`src/pkg/csao_pkg.sv`:
```
// Function
// - adjust adds 6 to W when low nibble > 9 or digit carry; carry updated.
// - decrement takes one from f and updates all five flags in one cycle.
// - destination bit 0 writes the result to W, 1 back to the file register.
// - access bit 0 picks the access bank, 1 the bank select register.
// - extended set, access bit 0 and f up to 95 mean indexed literal offset.
// - decrement-skip writes the result, skips on non-zero, flags unchanged.
// - increment-skip writes the result, skips on non-zero, or on zero in its skip-if-zero form; flags unchanged.
// - a taken skip drops the fetched word and runs one no-operation cycle.
// - skipping a two-word instruction takes two no-operation cycles.
// - OR-literal ORs the immediate into W and updates N and Z in one cycle.
// - pointer load: high nibble in the first cycle, low byte in the second.
package csao_pkg;
    localparam logic [15:0] OP_DADJ_CODE  = 16'h0007;
    localparam logic [5:0]  OP_DEC_CODE   = 6'h01;
    localparam logic [5:0]  OP_DCSNZ_CODE = 6'h13;
    localparam logic [5:0]  OP_INSNZ_CODE = 6'h12;
    localparam logic [5:0]  OP_INSZ_CODE  = 6'h0f;
    localparam logic [6:0]  OP_CPEQ_CODE  = 7'h31;
    localparam logic [6:0]  OP_CPLT_CODE  = 7'h30;
    localparam logic [7:0]  OP_IOR_CODE   = 8'h09;
    localparam logic [9:0]  OP_LFP_CODE   = 10'h3b8;
    localparam logic [3:0]  OP_LFP2_CODE  = 4'hf;
    localparam logic [7:0]  IDX_LIMIT     = 8'h5f;
    localparam logic [3:0]  BCD_LIMIT     = 4'h9;
    localparam logic [3:0]  BCD_FIX       = 4'h6;
    localparam logic [3:0]  ACC_LOW_BANK  = 4'h0;
    localparam logic [3:0]  ACC_HIGH_BANK = 4'hf;
    localparam logic [7:0]  ACC_SPLIT     = 8'h60;
    localparam logic [7:0]  W_RST         = 8'h00;
    localparam logic [4:0]  FLAG_RST      = 5'h00;
    localparam logic [11:0] PTR_RST       = 12'h000;
    localparam int          FLAG_C        = 0;
    localparam int          FLAG_DGC      = 1;
    localparam int          FLAG_Z        = 2;
    localparam int          FLAG_OVF      = 3;
    localparam int          FLAG_N        = 4;

    typedef enum logic [2:0] {
        CSAO_EXEC = 3'b001,
        CSAO_NOP1 = 3'b010,
        CSAO_LFP2 = 3'b100
    } csao_state_e;

    // one file register access toward the data memory
    typedef struct packed {
        logic        wr;
        logic        idx;
        logic [11:0] addr;
        logic [7:0]  data;
    } csao_fwr_s;
endpackage : csao_pkg

```
`src/hw/csao_ptr.sv`:
```
module csao_ptr
    import csao_pkg::*;
(
    // clock and reset
    input  wire logic        clk_sys_i,
    input  wire logic        arst_n_i,
    // load strobes
    input  wire logic        ld_hi_i,
    input  wire logic        ld_lo_i,
    input  wire logic [3:0]  hi_i,
    input  wire logic [7:0]  lo_i,
    // pointer value
    output logic      [11:0] ptr_o
);
    always_ff @(posedge clk_sys_i or negedge arst_n_i) begin
        if (!arst_n_i) begin
            ptr_o <= PTR_RST;
        end else begin
            if (ld_hi_i) ptr_o[11:8] <= hi_i;
            if (ld_lo_i) ptr_o[7:0] <= lo_i;
        end
    end
endmodule : csao_ptr

```
`src/hw/csao_core.sv`:
```
module csao_core
    import csao_pkg::*;
(
    // clock and reset
    input  wire logic        clk_sys_i,
    input  wire logic        arst_n_i,
    // instruction stream
    input  wire logic        instr_vld_i,
    input  wire logic [15:0] instr_i,
    input  wire logic        next_two_word_i,
    input  wire logic        ext_set_en_i,
    // context
    input  wire logic [3:0]  bank_select_register_i,
    input  wire logic [7:0]  file_rd_data_i,
    // file register side
    output logic      [11:0] file_rd_addr_o,
    output logic             file_rd_idx_o,
    output csao_fwr_s        file_wr_o,
    // core state
    output logic      [7:0]  w_o,
    output logic      [4:0]  status_o,
    output logic             busy_o,
    output logic             skip_o,
    output logic      [11:0] file_select_pointer0_o,
    output logic      [11:0] file_select_pointer1_o,
    output logic      [11:0] file_select_pointer2_o
);
    csao_state_e state_r, state_nxt;
    logic [7:0]  w_r, w_nxt;
    logic [4:0]  flag_r, flag_nxt;
    logic        nop2_r, nop2_nxt;
    logic [1:0]  psel_r;
    csao_fwr_s   fwr_r, fwr_nxt;
    logic        skip_r;

    // decode
    wire logic       exec     = instr_vld_i && (state_r == CSAO_EXEC);
    wire logic [7:0] fa       = instr_i[7:0];
    wire logic       d_bit    = instr_i[9];
    wire logic       a_bit    = instr_i[8];
    wire logic       is_dadj  = exec && (instr_i == OP_DADJ_CODE);
    wire logic       is_dec   = exec && (instr_i[15:10] == OP_DEC_CODE);
    wire logic       is_dcsnz = exec && (instr_i[15:10] == OP_DCSNZ_CODE);
    wire logic       is_insnz = exec && (instr_i[15:10] == OP_INSNZ_CODE);
    wire logic       is_insz  = exec && (instr_i[15:10] == OP_INSZ_CODE);
    wire logic       is_cpeq  = exec && (instr_i[15:9] == OP_CPEQ_CODE);
    wire logic       is_cplt  = exec && (instr_i[15:9] == OP_CPLT_CODE);
    wire logic       is_ior   = exec && (instr_i[15:8] == OP_IOR_CODE);
    wire logic       is_lfp   = exec && (instr_i[15:6] == OP_LFP_CODE);
    wire logic       lfp_lo   = instr_vld_i && (state_r == CSAO_LFP2)
                                && (instr_i[15:12] == OP_LFP2_CODE);

    // addressing
    wire logic       idx_mode = ext_set_en_i && !a_bit
                                && (fa <= IDX_LIMIT);
    wire logic [3:0] acc_bank = (fa < ACC_SPLIT) ? ACC_LOW_BANK
                                                 : ACC_HIGH_BANK;
    wire logic [3:0] bank     = a_bit ? bank_select_register_i
                                      : acc_bank;

    // arithmetic
    wire logic [7:0] f_val    = file_rd_data_i;
    wire logic [8:0] dec_sum  = {1'b0, f_val} + 9'h0ff;        // f + (-1)
    wire logic [7:0] dec_res  = dec_sum[7:0];
    wire logic [7:0] inc_res  = f_val + 8'h01;
    wire logic       dec_dgc  = (f_val[3:0] != 4'h0);
    wire logic       dec_ovf  = (f_val == 8'h80);
    wire logic [7:0] ior_res  = w_r | fa;
    wire logic       lo_fix   = (w_r[3:0] > BCD_LIMIT)
                                || flag_r[FLAG_DGC];
    wire logic [8:0] dadj_sum = {1'b0, w_r}
                                + {5'h00, lo_fix ? BCD_FIX : 4'h0};
    wire logic [7:0] arith    = is_dec ? dec_res
                              : (is_dcsnz ? dec_res : inc_res);
    wire logic       wr_op    = is_dec || is_dcsnz || is_insnz || is_insz;

    // skip decision
    wire logic skip = (is_dcsnz && (dec_res != 8'h00))
                    || (is_insnz && (inc_res != 8'h00))
                    || (is_insz && (inc_res == 8'h00))
                    || (is_cpeq && (f_val == w_r))
                    || (is_cplt && (f_val < w_r));

    assign file_rd_addr_o = {bank, fa};
    assign file_rd_idx_o  = idx_mode;

    always_comb begin
        state_nxt = state_r;
        w_nxt     = w_r;
        flag_nxt  = flag_r;
        nop2_nxt  = nop2_r;
        fwr_nxt   = '0;
        unique case (state_r)
            CSAO_EXEC: begin
                if (wr_op) begin
                    if (d_bit) begin
                        fwr_nxt.wr   = 1'b1;
                        fwr_nxt.idx  = idx_mode;
                        fwr_nxt.addr = {bank, fa};
                        fwr_nxt.data = arith;
                    end else begin
                        w_nxt = arith;
                    end
                end
                if (is_dec) begin
                    flag_nxt[FLAG_C]  = dec_sum[8];
                    flag_nxt[FLAG_DGC] = dec_dgc;
                    flag_nxt[FLAG_N]  = dec_res[7];
                    flag_nxt[FLAG_OVF] = dec_ovf;
                    flag_nxt[FLAG_Z]  = (dec_res == 8'h00);
                end
                if (is_ior) begin
                    w_nxt            = ior_res;
                    flag_nxt[FLAG_N] = ior_res[7];
                    flag_nxt[FLAG_Z] = (ior_res == 8'h00);
                end
                if (is_dadj) begin
                    w_nxt = dadj_sum[7:0];
                    flag_nxt[FLAG_C] = flag_r[FLAG_C] | dadj_sum[8];
                end
                if (skip) begin
                    state_nxt = CSAO_NOP1;
                    nop2_nxt  = next_two_word_i;
                end else if (is_lfp) begin
                    state_nxt = CSAO_LFP2;
                end
            end
            CSAO_NOP1: begin
                // fetched word dropped; second word also dropped when nop2_r is set
                if (nop2_r) begin
                    nop2_nxt = 1'b0;
                end else begin
                    state_nxt = CSAO_EXEC;
                end
            end
            CSAO_LFP2: begin
                // waits for the second word; an idle slot is harmless
                if (lfp_lo) state_nxt = CSAO_EXEC;
            end
            default: begin
                state_nxt = CSAO_EXEC;
            end
        endcase
    end

    always_ff @(posedge clk_sys_i or negedge arst_n_i) begin
        if (!arst_n_i) begin
            state_r <= CSAO_EXEC;
            w_r     <= W_RST;
            flag_r  <= FLAG_RST;
            nop2_r  <= 1'b0;
            fwr_r   <= '0;
            skip_r  <= 1'b0;
            psel_r  <= 2'b00;
        end else begin
            state_r <= state_nxt;
            w_r     <= w_nxt;
            flag_r  <= flag_nxt;
            nop2_r  <= nop2_nxt;
            fwr_r   <= fwr_nxt;
            skip_r  <= skip;
            if (is_lfp) psel_r <= instr_i[5:4];
        end
    end

    // pointer banks, one per selectable pointer
    logic [11:0] ptr_q [3];
    for (genvar g = 0; g < 3; g++) begin : g_ptr
        csao_ptr u_ptr (
            .clk_sys_i (clk_sys_i),
            .arst_n_i  (arst_n_i),
            .ld_hi_i   (is_lfp && (instr_i[5:4] == 2'(g))),
            .ld_lo_i   (lfp_lo && (psel_r == 2'(g))),
            .hi_i      (instr_i[3:0]),
            .lo_i      (instr_i[7:0]),
            .ptr_o     (ptr_q[g])
        );
    end

    assign file_wr_o              = fwr_r;
    assign w_o                    = w_r;
    assign status_o               = flag_r;
    assign busy_o                 = (state_r != CSAO_EXEC);
    assign skip_o                 = skip_r;
    assign file_select_pointer0_o = ptr_q[0];
    assign file_select_pointer1_o = ptr_q[1];
    assign file_select_pointer2_o = ptr_q[2];
endmodule : csao_core

```
`config.mk`:
```
export PLATFORM = sky130hd
export DESIGN_NAME = csao_core
export DESIGN_NICKNAME = d
export VERILOG_FILES = /design/src/pkg/csao_pkg.sv /design/src/hw/csao_ptr.sv /design/src/hw/csao_core.sv
export SDC_FILE = /design/constraint.sdc
export NUM_CORES = 1
export LEC_CHECK = 0
export BUFFER_PORTS_ARGS = -buffer_cell sky130_fd_sc_hd__buf_2
export CAP_MARGIN = 0
export CORE_MARGIN = 2
export CORE_UTILIZATION = 40
export CTS_CLUSTER_SIZE = 12
export DETAILED_ROUTE_END_ITERATION = 12
export PLACE_DENSITY = 0.76
export SLEW_MARGIN = 20
export SYNTH_ARGS = -nofsm -noshare
export SYNTH_HDL_FRONTEND = slang
export SYNTH_SLANG_ARGS = --single-unit
```
`constraint.sdc`:
```
create_clock -name clk_sys_i -period 2.6 [get_ports clk_sys_i]
set_input_delay 0.52 -clock clk_sys_i [delete_from_list [all_inputs] [get_ports clk_sys_i]]
set_output_delay 0.52 -clock clk_sys_i [all_outputs]
set_load 0.1 [all_outputs]
```
Word level (Yosys, flattened, before mapping)
Cells that the tools add are included.
Word-level totals
  input bits: 33
  register bits after elaboration: 78
  output and inout port bits: 86
Operators by class
  $lt $le $gt $ge: 4
  equal/unequal tests: 25
  bitwise gates (word level): 2
  $add $sub $neg: 3
  mux-type cells: 23
  reductions and logical operators: 52
Operator list (count)
  $mux 22: 3
  $mux 8: 6
  $logic_and 1x1->1: 25
  $logic_not 8->1: 3
  $eq 16x3->1 const B: 1
  $reduce_bool 8->1: 2
  $mux 3: 5
  $eq 7x6->1 const B: 2
  $eq 6x5->1 const B: 2
  $eq 10x10->1 const B: 1
  $add 8x3->9: 1
  $add 8x8->9 const B: 1
  $pmux 3 s3: 1
  $add 8x1->8 const B: 1
  $eq 8x4->1 const B: 1
  $eq 8x8->1: 1
  $eq 8x8->1 const B: 1
  $le 8x7->1 const B: 1
  $logic_or 1x1->1: 8
  $lt 8x7->1 const B: 1
  $lt 8x8->1: 1
  $mux 4: 2
  $or 8x8->8: 1
  $reduce_and 2->1: 4
  other kinds (22): 34

Depth between registers and ports, before layout
Gate-level depths: netlist (run 1).
  depth after elaboration: 10
  depth in mapped cells: 10

Modules after synthesis
Synthesis (run 1) repeated with hierarchy kept, for this count alone.
Unflattened totals
  cell total of the unflattened synthesis: 403
  area, all modules: 4342.9 um^2
Modules (own cells, without submodules)
  csao_core: area an instance 2912.8 um^2, instances 1, cells each 328, sequential area each 1052.3 um^2
  csao_ptr: area an instance 476.7 um^2, instances 3, cells each 25, sequential area each 300.3 um^2

Worst setup path after synthesis (run 1)
No wires, ideal clock.
  path type: input-to-output
  start point: input instr_i[5]
  end point: output file_rd_addr_o[10]
  cell stages on the path: 3
  data arrival time: 2.469 ns
  setup slack: -0.389 ns
  path through: clkbuf_1 a211oi_1 a21oi_1
Between the ends
  longest elaborated chain between the ends: 3
Ends and longest elaborated chain
  start, declared: line csao_core.sv:9  | input wire logic [15:0] instr_i,
  $lt 8x7->1: line csao_core.sv:56  | wire logic [3:0] acc_bank = (fa < ACC_SPLIT) ? ACC_LOW_BANK
  $mux 4: line csao_core.sv:56
  $mux 4: line csao_core.sv:58  | wire logic [3:0] bank = a_bit ? bank_select_register_i
  end, declared: line csao_core.sv:16  | output logic [11:0] file_rd_addr_o,
Every way passes these cells.

Worst setup path after layout (run 1)
  start point: register state_r[0]
  end point: register w_r[7] (netlist: w_o[7])
Between the ends
  longest elaborated chain between the ends: 9
Ends and longest elaborated chain
  start, declared: line csao_core.sv:28  | csao_state_e state_r, state_nxt;
  start signal, assigned: line csao_core.sv:156  | state_r <= state_nxt;
  $eq 3x1->1 *: line csao_core.sv:37, csao_core.sv:93
  $logic_and 1x1->1: line csao_core.sv:37  | wire logic exec = instr_vld_i && (state_r == CSAO_EXEC);
  $logic_and 1x1->1: line csao_core.sv:43  | wire logic is_dcsnz = exec && (instr_i[15:10] == OP_DCSNZ_CODE);
  $mux 8: line csao_core.sv:74  | : (is_dcsnz ? dec_res : inc_res);
  $mux 8: line csao_core.sv:73  | wire logic [7:0] arith = is_dec ? dec_res
  $mux 8: line csao_core.sv:96  | if (d_bit) begin
  $mux 8: line csao_core.sv:95  | if (wr_op) begin
  $mux 8: line csao_core.sv:112  | if (is_ior) begin
  $mux 8: line csao_core.sv:117  | if (is_dadj) begin
  end signal, assigned: line csao_core.sv:157  | w_r <= w_nxt;
  end, declared: line csao_core.sv:29  | logic [7:0] w_r, w_nxt;
Mark *: on every way between the ends. The rest lies on a longest branch, timed or not. The select of a mux whose other input is x is not followed.
A chain may end at the register's enable or synchronous reset.

==> reports/qor.csv, run 1 <==
stage;metric;value;unit
global_route;largest net degree at the start of global routing;44;
yosys;Mean Syn Cell Area;10.6;um^2
routing;DRC Markers;0;
finish;Antenna diodes;0;
clock_network;H-tree level count;3;
yosys;Synth Net Count;450;
clock_network;Hold-fix buffers, CTS;0;
timing;Final Max Slew Viols;0;
clock_network;PostCTS Resize Cnt;0;
placement;GPL Wtd Cong;0.915;
finish;Layout Cells excl Fill;664;
yosys;asr flop ratio synth;1.00;
yosys;Unique masters post-synth;65;
timing;Worst Max-Slew Pin Slew;556;ps
timing;unrepaired setup endpoints after global routing;no;
worst_hold_path;min-delay worst type;primary input to async pin;
placement;Post-Place Cells;648;
routing;DR iter-0 viols;156;
routing;met3 routed WL;850;um
timing;# setup viols final;0;
critical_path;Reg-to-Reg Start;state_r[0]$_DFFE_PN1P_;
critical_path;startpoint types;flop;
clock_network;Root Buffer;clkbuf_8;
routing;vias;3644;
outcome;status;complete, no violations;
routing;WL met2;5740;um
placement;Port Buffers;118;
critical_path;WS Path Type;flop to flop;
timing;clock skew;15.2;ps
timing;highest clock rate;0.429;GHz
critical_path;WP data required;2820;ps
yosys;Seq/Total Area, Yosys;0.457;
global_route;vias in the first global route;3621;
clock_network;TritonCTS Buffers;9;
critical_path;FF-to-FF path depth;8;
power_and_ir_drop;cell leakage power;2.84;nW
timing;Hold Fails Final Rpt;0;
routing;WL/cell;17.9;um
critical_path;reg2reg end;w_o[7]$_DFFE_PN0P_;
power_and_ir_drop;peak supply drop;0.463;mV
finish;area delta synth->final;23.6;%
critical_path;worst-path fanout max;8;
routing;drt first pass iters;5;
yosys;cell area after synthesis;4280;um^2
die;CORE AREA;10400;um^2
die;num rows;37;
yosys;Cells after Synth;402;
timing;Sum Neg Setup Slack;0;ps
die;initial core utilization;0.412;
finish;fraction of layout cells with a size suffix above 1;0.409;
die;I/O Pins;119;
yosys;#FFs+latches synth;78;
clock_network;Clock Sinks;78;
global_route;first-pass GRT wire length;19000;um
clock_network;clk buf depth;2;
yosys;Post-synth EDFFs;0;
global_route;Tot GR Track Use;0.213;
power_and_ir_drop;PD cells;677;nW/um^2
routing;final wirelength;11900;um
finish;post-layout util;0.510;
yosys;Ys Warns;0;
routing;WL met1;5070;um
clock_network;TritonCTS clock tree;yes;
timing;Final Cycle Share;0.896;
die;Die X;107;um
critical_path;R2R Setup Slk;270;ps
timing;Period minus WS final;2330;ps
critical_path;Arr. time, crit path;2550;ps
global_route;initial antenna violation count;0;
finish;fin nets;571;
routing;antenna-violating nets left;0;
routing;top sig layer;met4;
die;die area;11500;um^2
placement;detailed placement HPWL;8880;um
clock_network;clock latency on the worst-skew pair;350;ps
power_and_ir_drop;Tot Pwr;3.58;mW
critical_path;CP Capture Type;flop;
die;Die H;107;um
run;maxcap violations;0;
clock_network;post-CTS setup buffers;0;
timing;Rel. slew slack;0.629;
routing;routed vias/inst;5.49;
yosys;Main synth FF type;dfrtp_1;
clock_network;clock-pin slew on the worst setup and hold paths;90;ps
global_route;grt ovf;0;
## cells in the mapped netlist, drive strengths merged (2+ instances only)
master	n	share of area
nor2	19	0.017
or3b	3	0.0061
nand2	13	0.011
a21oi	23	0.027
o21bai	2	0.0035
o32ai	2	0.0041
dfrtp	77	0.45
a31oi	3	0.0044
or3	3	0.0044
buf	15	0.024
or4	2	0.0044
mux2	39	0.10
o41ai	2	0.0041
ha	14	0.041
and3	20	0.029
o31ai	2	0.0035
nand2b	7	0.010
mux2i	6	0.014
xnor2	8	0.016
o21a	2	0.0035
nor3	12	0.016
nand4	5	0.011
xor2	3	0.0061
o21ai	18	0.021
nor2b	7	0.012
and2	6	0.0094
nor4	12	0.025
a21o	3	0.0053
a211oi	3	0.0053
nand3	11	0.014
nor3b	5	0.012
nand3b	3	0.0053
and3b	2	0.0041
clkbuf	16	0.014
inv	18	0.016
## state kept, by name (all words and copies together) (netlist names)
signal,count
nop2_r,1
skip_o,1
w_o,8
state_r,3
psel_r,2
status_o,5
file_wr_o,22
g_ptr.u_ptr.ptr_o,36
## routing by layer
metal  GRT usage  vias up
li1            -     1687
met1       0.279     1797
met2       0.350      145
met3      0.0545       15
met4      0.0586        0
met5           0        -
## layout by cell type (no fill, tap or decap), drive strengths merged, types with 3 or more instances in the layout
cell,n
nor3,12
clkbuf,10
nand2b,7
or3b,3
buf,141
o21ai,18
dfrtp,77
and2,6
a21o,3
ha,14
and3,20
or3,3
nand3b,3
xnor2,8
nor2,19
mux2,39
xor2,3
mux2i,6
nand3,11
nand2,13
a21oi,23
a31oi,3
nand4,5
nor4,12
inv,20
nor2b,7
a211oi,3
nor3b,5
## worst max path at each step
stage | startpoint | cells after the start | slack [ps] | endpoint
3_3_place_gp | file_rd_data_i[1] | 10 | 110 | nop2_r$_DFFE_PN0P_
2_1_floorplan | instr_i[5] | 3 | -390 | file_rd_addr_o[10]
5_1_grt | state_r[0]$_DFFE_PN1P_ | 8 | 50 | w_o[7]$_DFFE_PN0P_
4_1_cts | state_r[0]$_DFFE_PN1P_ | 8 | 280 | w_o[7]$_DFFE_PN0P_
6_report | state_r[0]$_DFFE_PN1P_ | 8 | 270 | w_o[7]$_DFFE_PN0P_
3_5_place_dp | file_rd_data_i[1] | 10 | 50 | nop2_r$_DFFE_PN0P_
## cells by family after synthesis
logic type,after synthesis,share of synthesized area
compound gates,72,0.109
xor+xnor,11,0.0225
fa+ha+maj,15,0.0457
buf+inv,49,0.0538
flops,78,0.457
mux,45,0.117
simple gates,132,0.196
## per-stage QoR
stage / hold WS [ps] / cell area [um^2] / setup slack (ps)
6_report: 146 / 5290 / 270
5_1_grt: 173 / 5290 / 48.5
4_1_cts: 156 / 5290 / 282
3_5_place_dp: 478 / 5080 / 52.8
3_3_place_gp: 465 / 5080 / 113
2_1_floorplan: 224 / 4280 / -389
## worst max-delay path: stages (launching register included)
cell and delay [ps]:
dfstp_2 570, nor3b_2 290, inv_2 120, nor4_4 330
nand4_4 220, and2_4 220, nor4_1 270, a21o_1 140
a221oi_2 30
## final cells by class
type	count	area [um^2]
fill	969	5080
multi-input combinational	275	2090
sequential	78	1960
timing repair buffer	141	793
tap	136	170
clock buffer	10	138
clock inverter	6	67.6
inverter	18	67.6
## power by group
group | switching (mW) | internal, mW | total (mW)
Sequential | 0.109 | 1.29 | 1.40
Combinational | 0.954 | 0.289 | 1.24
Clock | 0.463 | 0.475 | 0.938
(Power assumes the default switching activity.)
==> run 2: changes to the inputs <==
==> constraint.sdc (replaced) <==
create_clock -name clk_sys_i -period 3 [get_ports clk_sys_i]
set_input_delay 0.6 -clock clk_sys_i [delete_from_list [all_inputs] [get_ports clk_sys_i]]
set_output_delay 0.6 -clock clk_sys_i [all_outputs]
set_load 0.1 [all_outputs]
==> reports/qor.csv, run 2 (synthesized netlist as in run 1, its figures left out) <==
stage;metric;value;unit;change
outcome;status;complete, no violations;;
die;I/O Pins;119;;unchanged
finish;Largest Register;g_ptr.u_ptr.ptr_o;;
routing;vias;3589;;-1.5%
placement;Port Buffers;118;;unchanged
finish;area delta synth->final;21.0;%;
routing;drt first pass iters;5;;unchanged
power_and_ir_drop;peak supply drop;0.301;mV;-35%
clock_network;Hold-fix buffers, CTS;0;;unchanged
critical_path;worst-path fanout max;8;;unchanged
routing;top sig layer;met4;;
timing;Worst Max-Slew Pin Slew;678;ps;+122 ps
power_and_ir_drop;PD cells;604;nW/um^2;-11%
timing;highest clock rate;0.380;GHz;
routing;met3 routed WL;744;um;-12%
timing;Hold Fails Final Rpt;0;;unchanged
timing;Final Max Slew Viols;0;;unchanged
clock_network;H-tree level count;3;;unchanged
power_and_ir_drop;cell leakage power;2.78;nW;-2.0%
clock_network;Clock Sinks;78;;unchanged
clock_network;clock latency on the worst-skew pair;360;ps;about the same
finish;commonest cells after routing, fill and taps aside;buf_2, dfrtp_1, mux2_2, a21oi_1, and3_1;;
routing;WL met2;5410;um;-5.7%
global_route;first-pass GRT wire length;18500;um;-2.7%
timing;unrepaired setup endpoints after global routing;no;;
run;maxcap violations;0;;unchanged
routing;final wirelength;11700;um;-1.7%
die;die area;11500;um^2;unchanged
clock_network;clock-pin slew on the worst setup and hold paths;90;ps;about the same
global_route;vias in the first global route;3549;;-2.0%
clock_network;post-CTS setup buffers;0;;unchanged
critical_path;Arr. time, crit path;2030;ps;-520 ps
timing;# setup viols final;0;;unchanged
routing;WL met1;5240;um;+3.4%
die;initial core utilization;0.412;;unchanged
finish;commonest non-fill, non-tap cell in the layout;buf_2;;
placement;GPL Wtd Cong;0.935;;+2.3%
finish;Layout Cells excl Fill;650;;-2.1%
critical_path;CP Capture Type;output pin;;
routing;routed vias/inst;5.52;;+0.61%
clock_network;TritonCTS clock tree;yes;;
timing;Period minus WS final;2630;ps;
critical_path;WP data required;2400;ps;-420 ps
finish;fin nets;557;;-2.5%
power_and_ir_drop;Tot Pwr;3.13;mW;-13%
clock_network;clk buf depth;2;;unchanged
finish;max reg flops;36;;unchanged
routing;antenna-violating nets left;0;;unchanged
global_route;initial antenna violation count;0;;unchanged
placement;detailed placement HPWL;8560;um;-3.6%
die;Die X;107;um;unchanged
die;num rows;37;;unchanged
critical_path;WS Path Type;primary input to output pin;;
clock_network;Root Buffer;clkbuf_8;;
die;Die H;107;um;unchanged
routing;WL/cell;17.9;um;+0.39%
routing;DRC Markers;0;;unchanged
worst_hold_path;min-delay worst type;primary input to async pin;;
timing;Rel. slew slack;0.542;;-0.0874
global_route;largest net degree at the start of global routing;79;;+80%
timing;clock skew;6.60;ps;-8.58 ps
finish;fraction of layout cells with a size suffix above 1;0.387;;-0.0219
clock_network;PostCTS Resize Cnt;0;;unchanged
clock_network;TritonCTS Buffers;9;;unchanged
critical_path;startpoint types;primary input;;
die;CORE AREA;10400;um^2;unchanged
routing;DR iter-0 viols;266;;+71%
finish;Antenna diodes;0;;unchanged
global_route;grt ovf;0;;unchanged
placement;Post-Place Cells;633;;-2.3%
timing;Final Cycle Share;0.878;;
global_route;Tot GR Track Use;0.206;;-0.00616
-- run 2: cell types whose count changed in the layout (fill, tap and decap cells not counted) --
| cell | before | now |
|---|---|---|
| inv_6 | 2 | 3 |
| buf_4 | 23 | 9 |
| dfrtp_2 | 3 | 0 |
| buf_2 | 116 | 117 |
| dfrtp_1 | 74 | 77 |
| buf_16 | 0 | 1 |
| inv_8 | 0 | 2 |
| buf_12 | 2 | 0 |
| clkinvlp_4 | 2 | 1 |
| clkinv_2 | 1 | 0 |
| clkbuf_8 | 10 | 9 |
-- run 2: layout make-up --
cell class                 count  area, um^2
fill                         960        5200
multi-input combinational    275        2090
sequential                    78        1950
timing repair buffer         127         681
tap                          136         170
clock buffer                   9         124
clock inverter                 7        86.3
inverter                      18        67.6
-- run 2: critical path, stage by stage --
cell      delay, ps
buf_2           170
a211oi_1        590
and2_1          240
buf_2           430
-- run 2: routing by layer --
| metal | GRT usage | up-vias |
|---|---|---|
| li1 | - | 1662 |
| met1 | 0.284 | 1770 |
| met2 | 0.324 | 134 |
| met3 | 0.0381 | 23 |
| met4 | 0.0806 | 0 |
| met5 | 0 | - |
-- run 2: report_power, final --
part	switching [mW]	internal (mW)
logic	0.824	0.235
clock network	0.450	0.405
registers	0.0970	1.12
-- run 2: final timing paths --
kind,start,end,slack (ps),cells after the start
worst max-delay path,instr_i[8],file_rd_idx_o,370,4
worst min-delay path,arst_n_i,g_ptr[0].u_ptr.ptr_o[0]$_DFFE_PN0P_,120,1
worst max register to register,state_r[0]$_DFFE_PN1P_,w_o[2]$_DFFE_PN0P_,450,6
worst min register to register,status_o[3]$_DFFE_PN0P_,status_o[3]$_DFFE_PN0P_,500,2
max in group asynchronous,arst_n_i,status_o[0]$_DFFE_PN0P_,2310,2
min in group clk_sys_i,status_o[3]$_DFFE_PN0P_,status_o[3]$_DFFE_PN0P_,500,2
-- run 2: stage by stage --
stage	hold slack (ps)	utilization	area, um^2	setup TNS, ps	setup slack, ps
floorplan	304	-	4280	-595	-149
global placement	463	0.476	4940	0	392
detailed placement	476	0.476	4940	0	263
CTS	428	0.496	5150	0	349
global route	124	0.499	5170	0	282
finish	116	0.499	5170	0	365
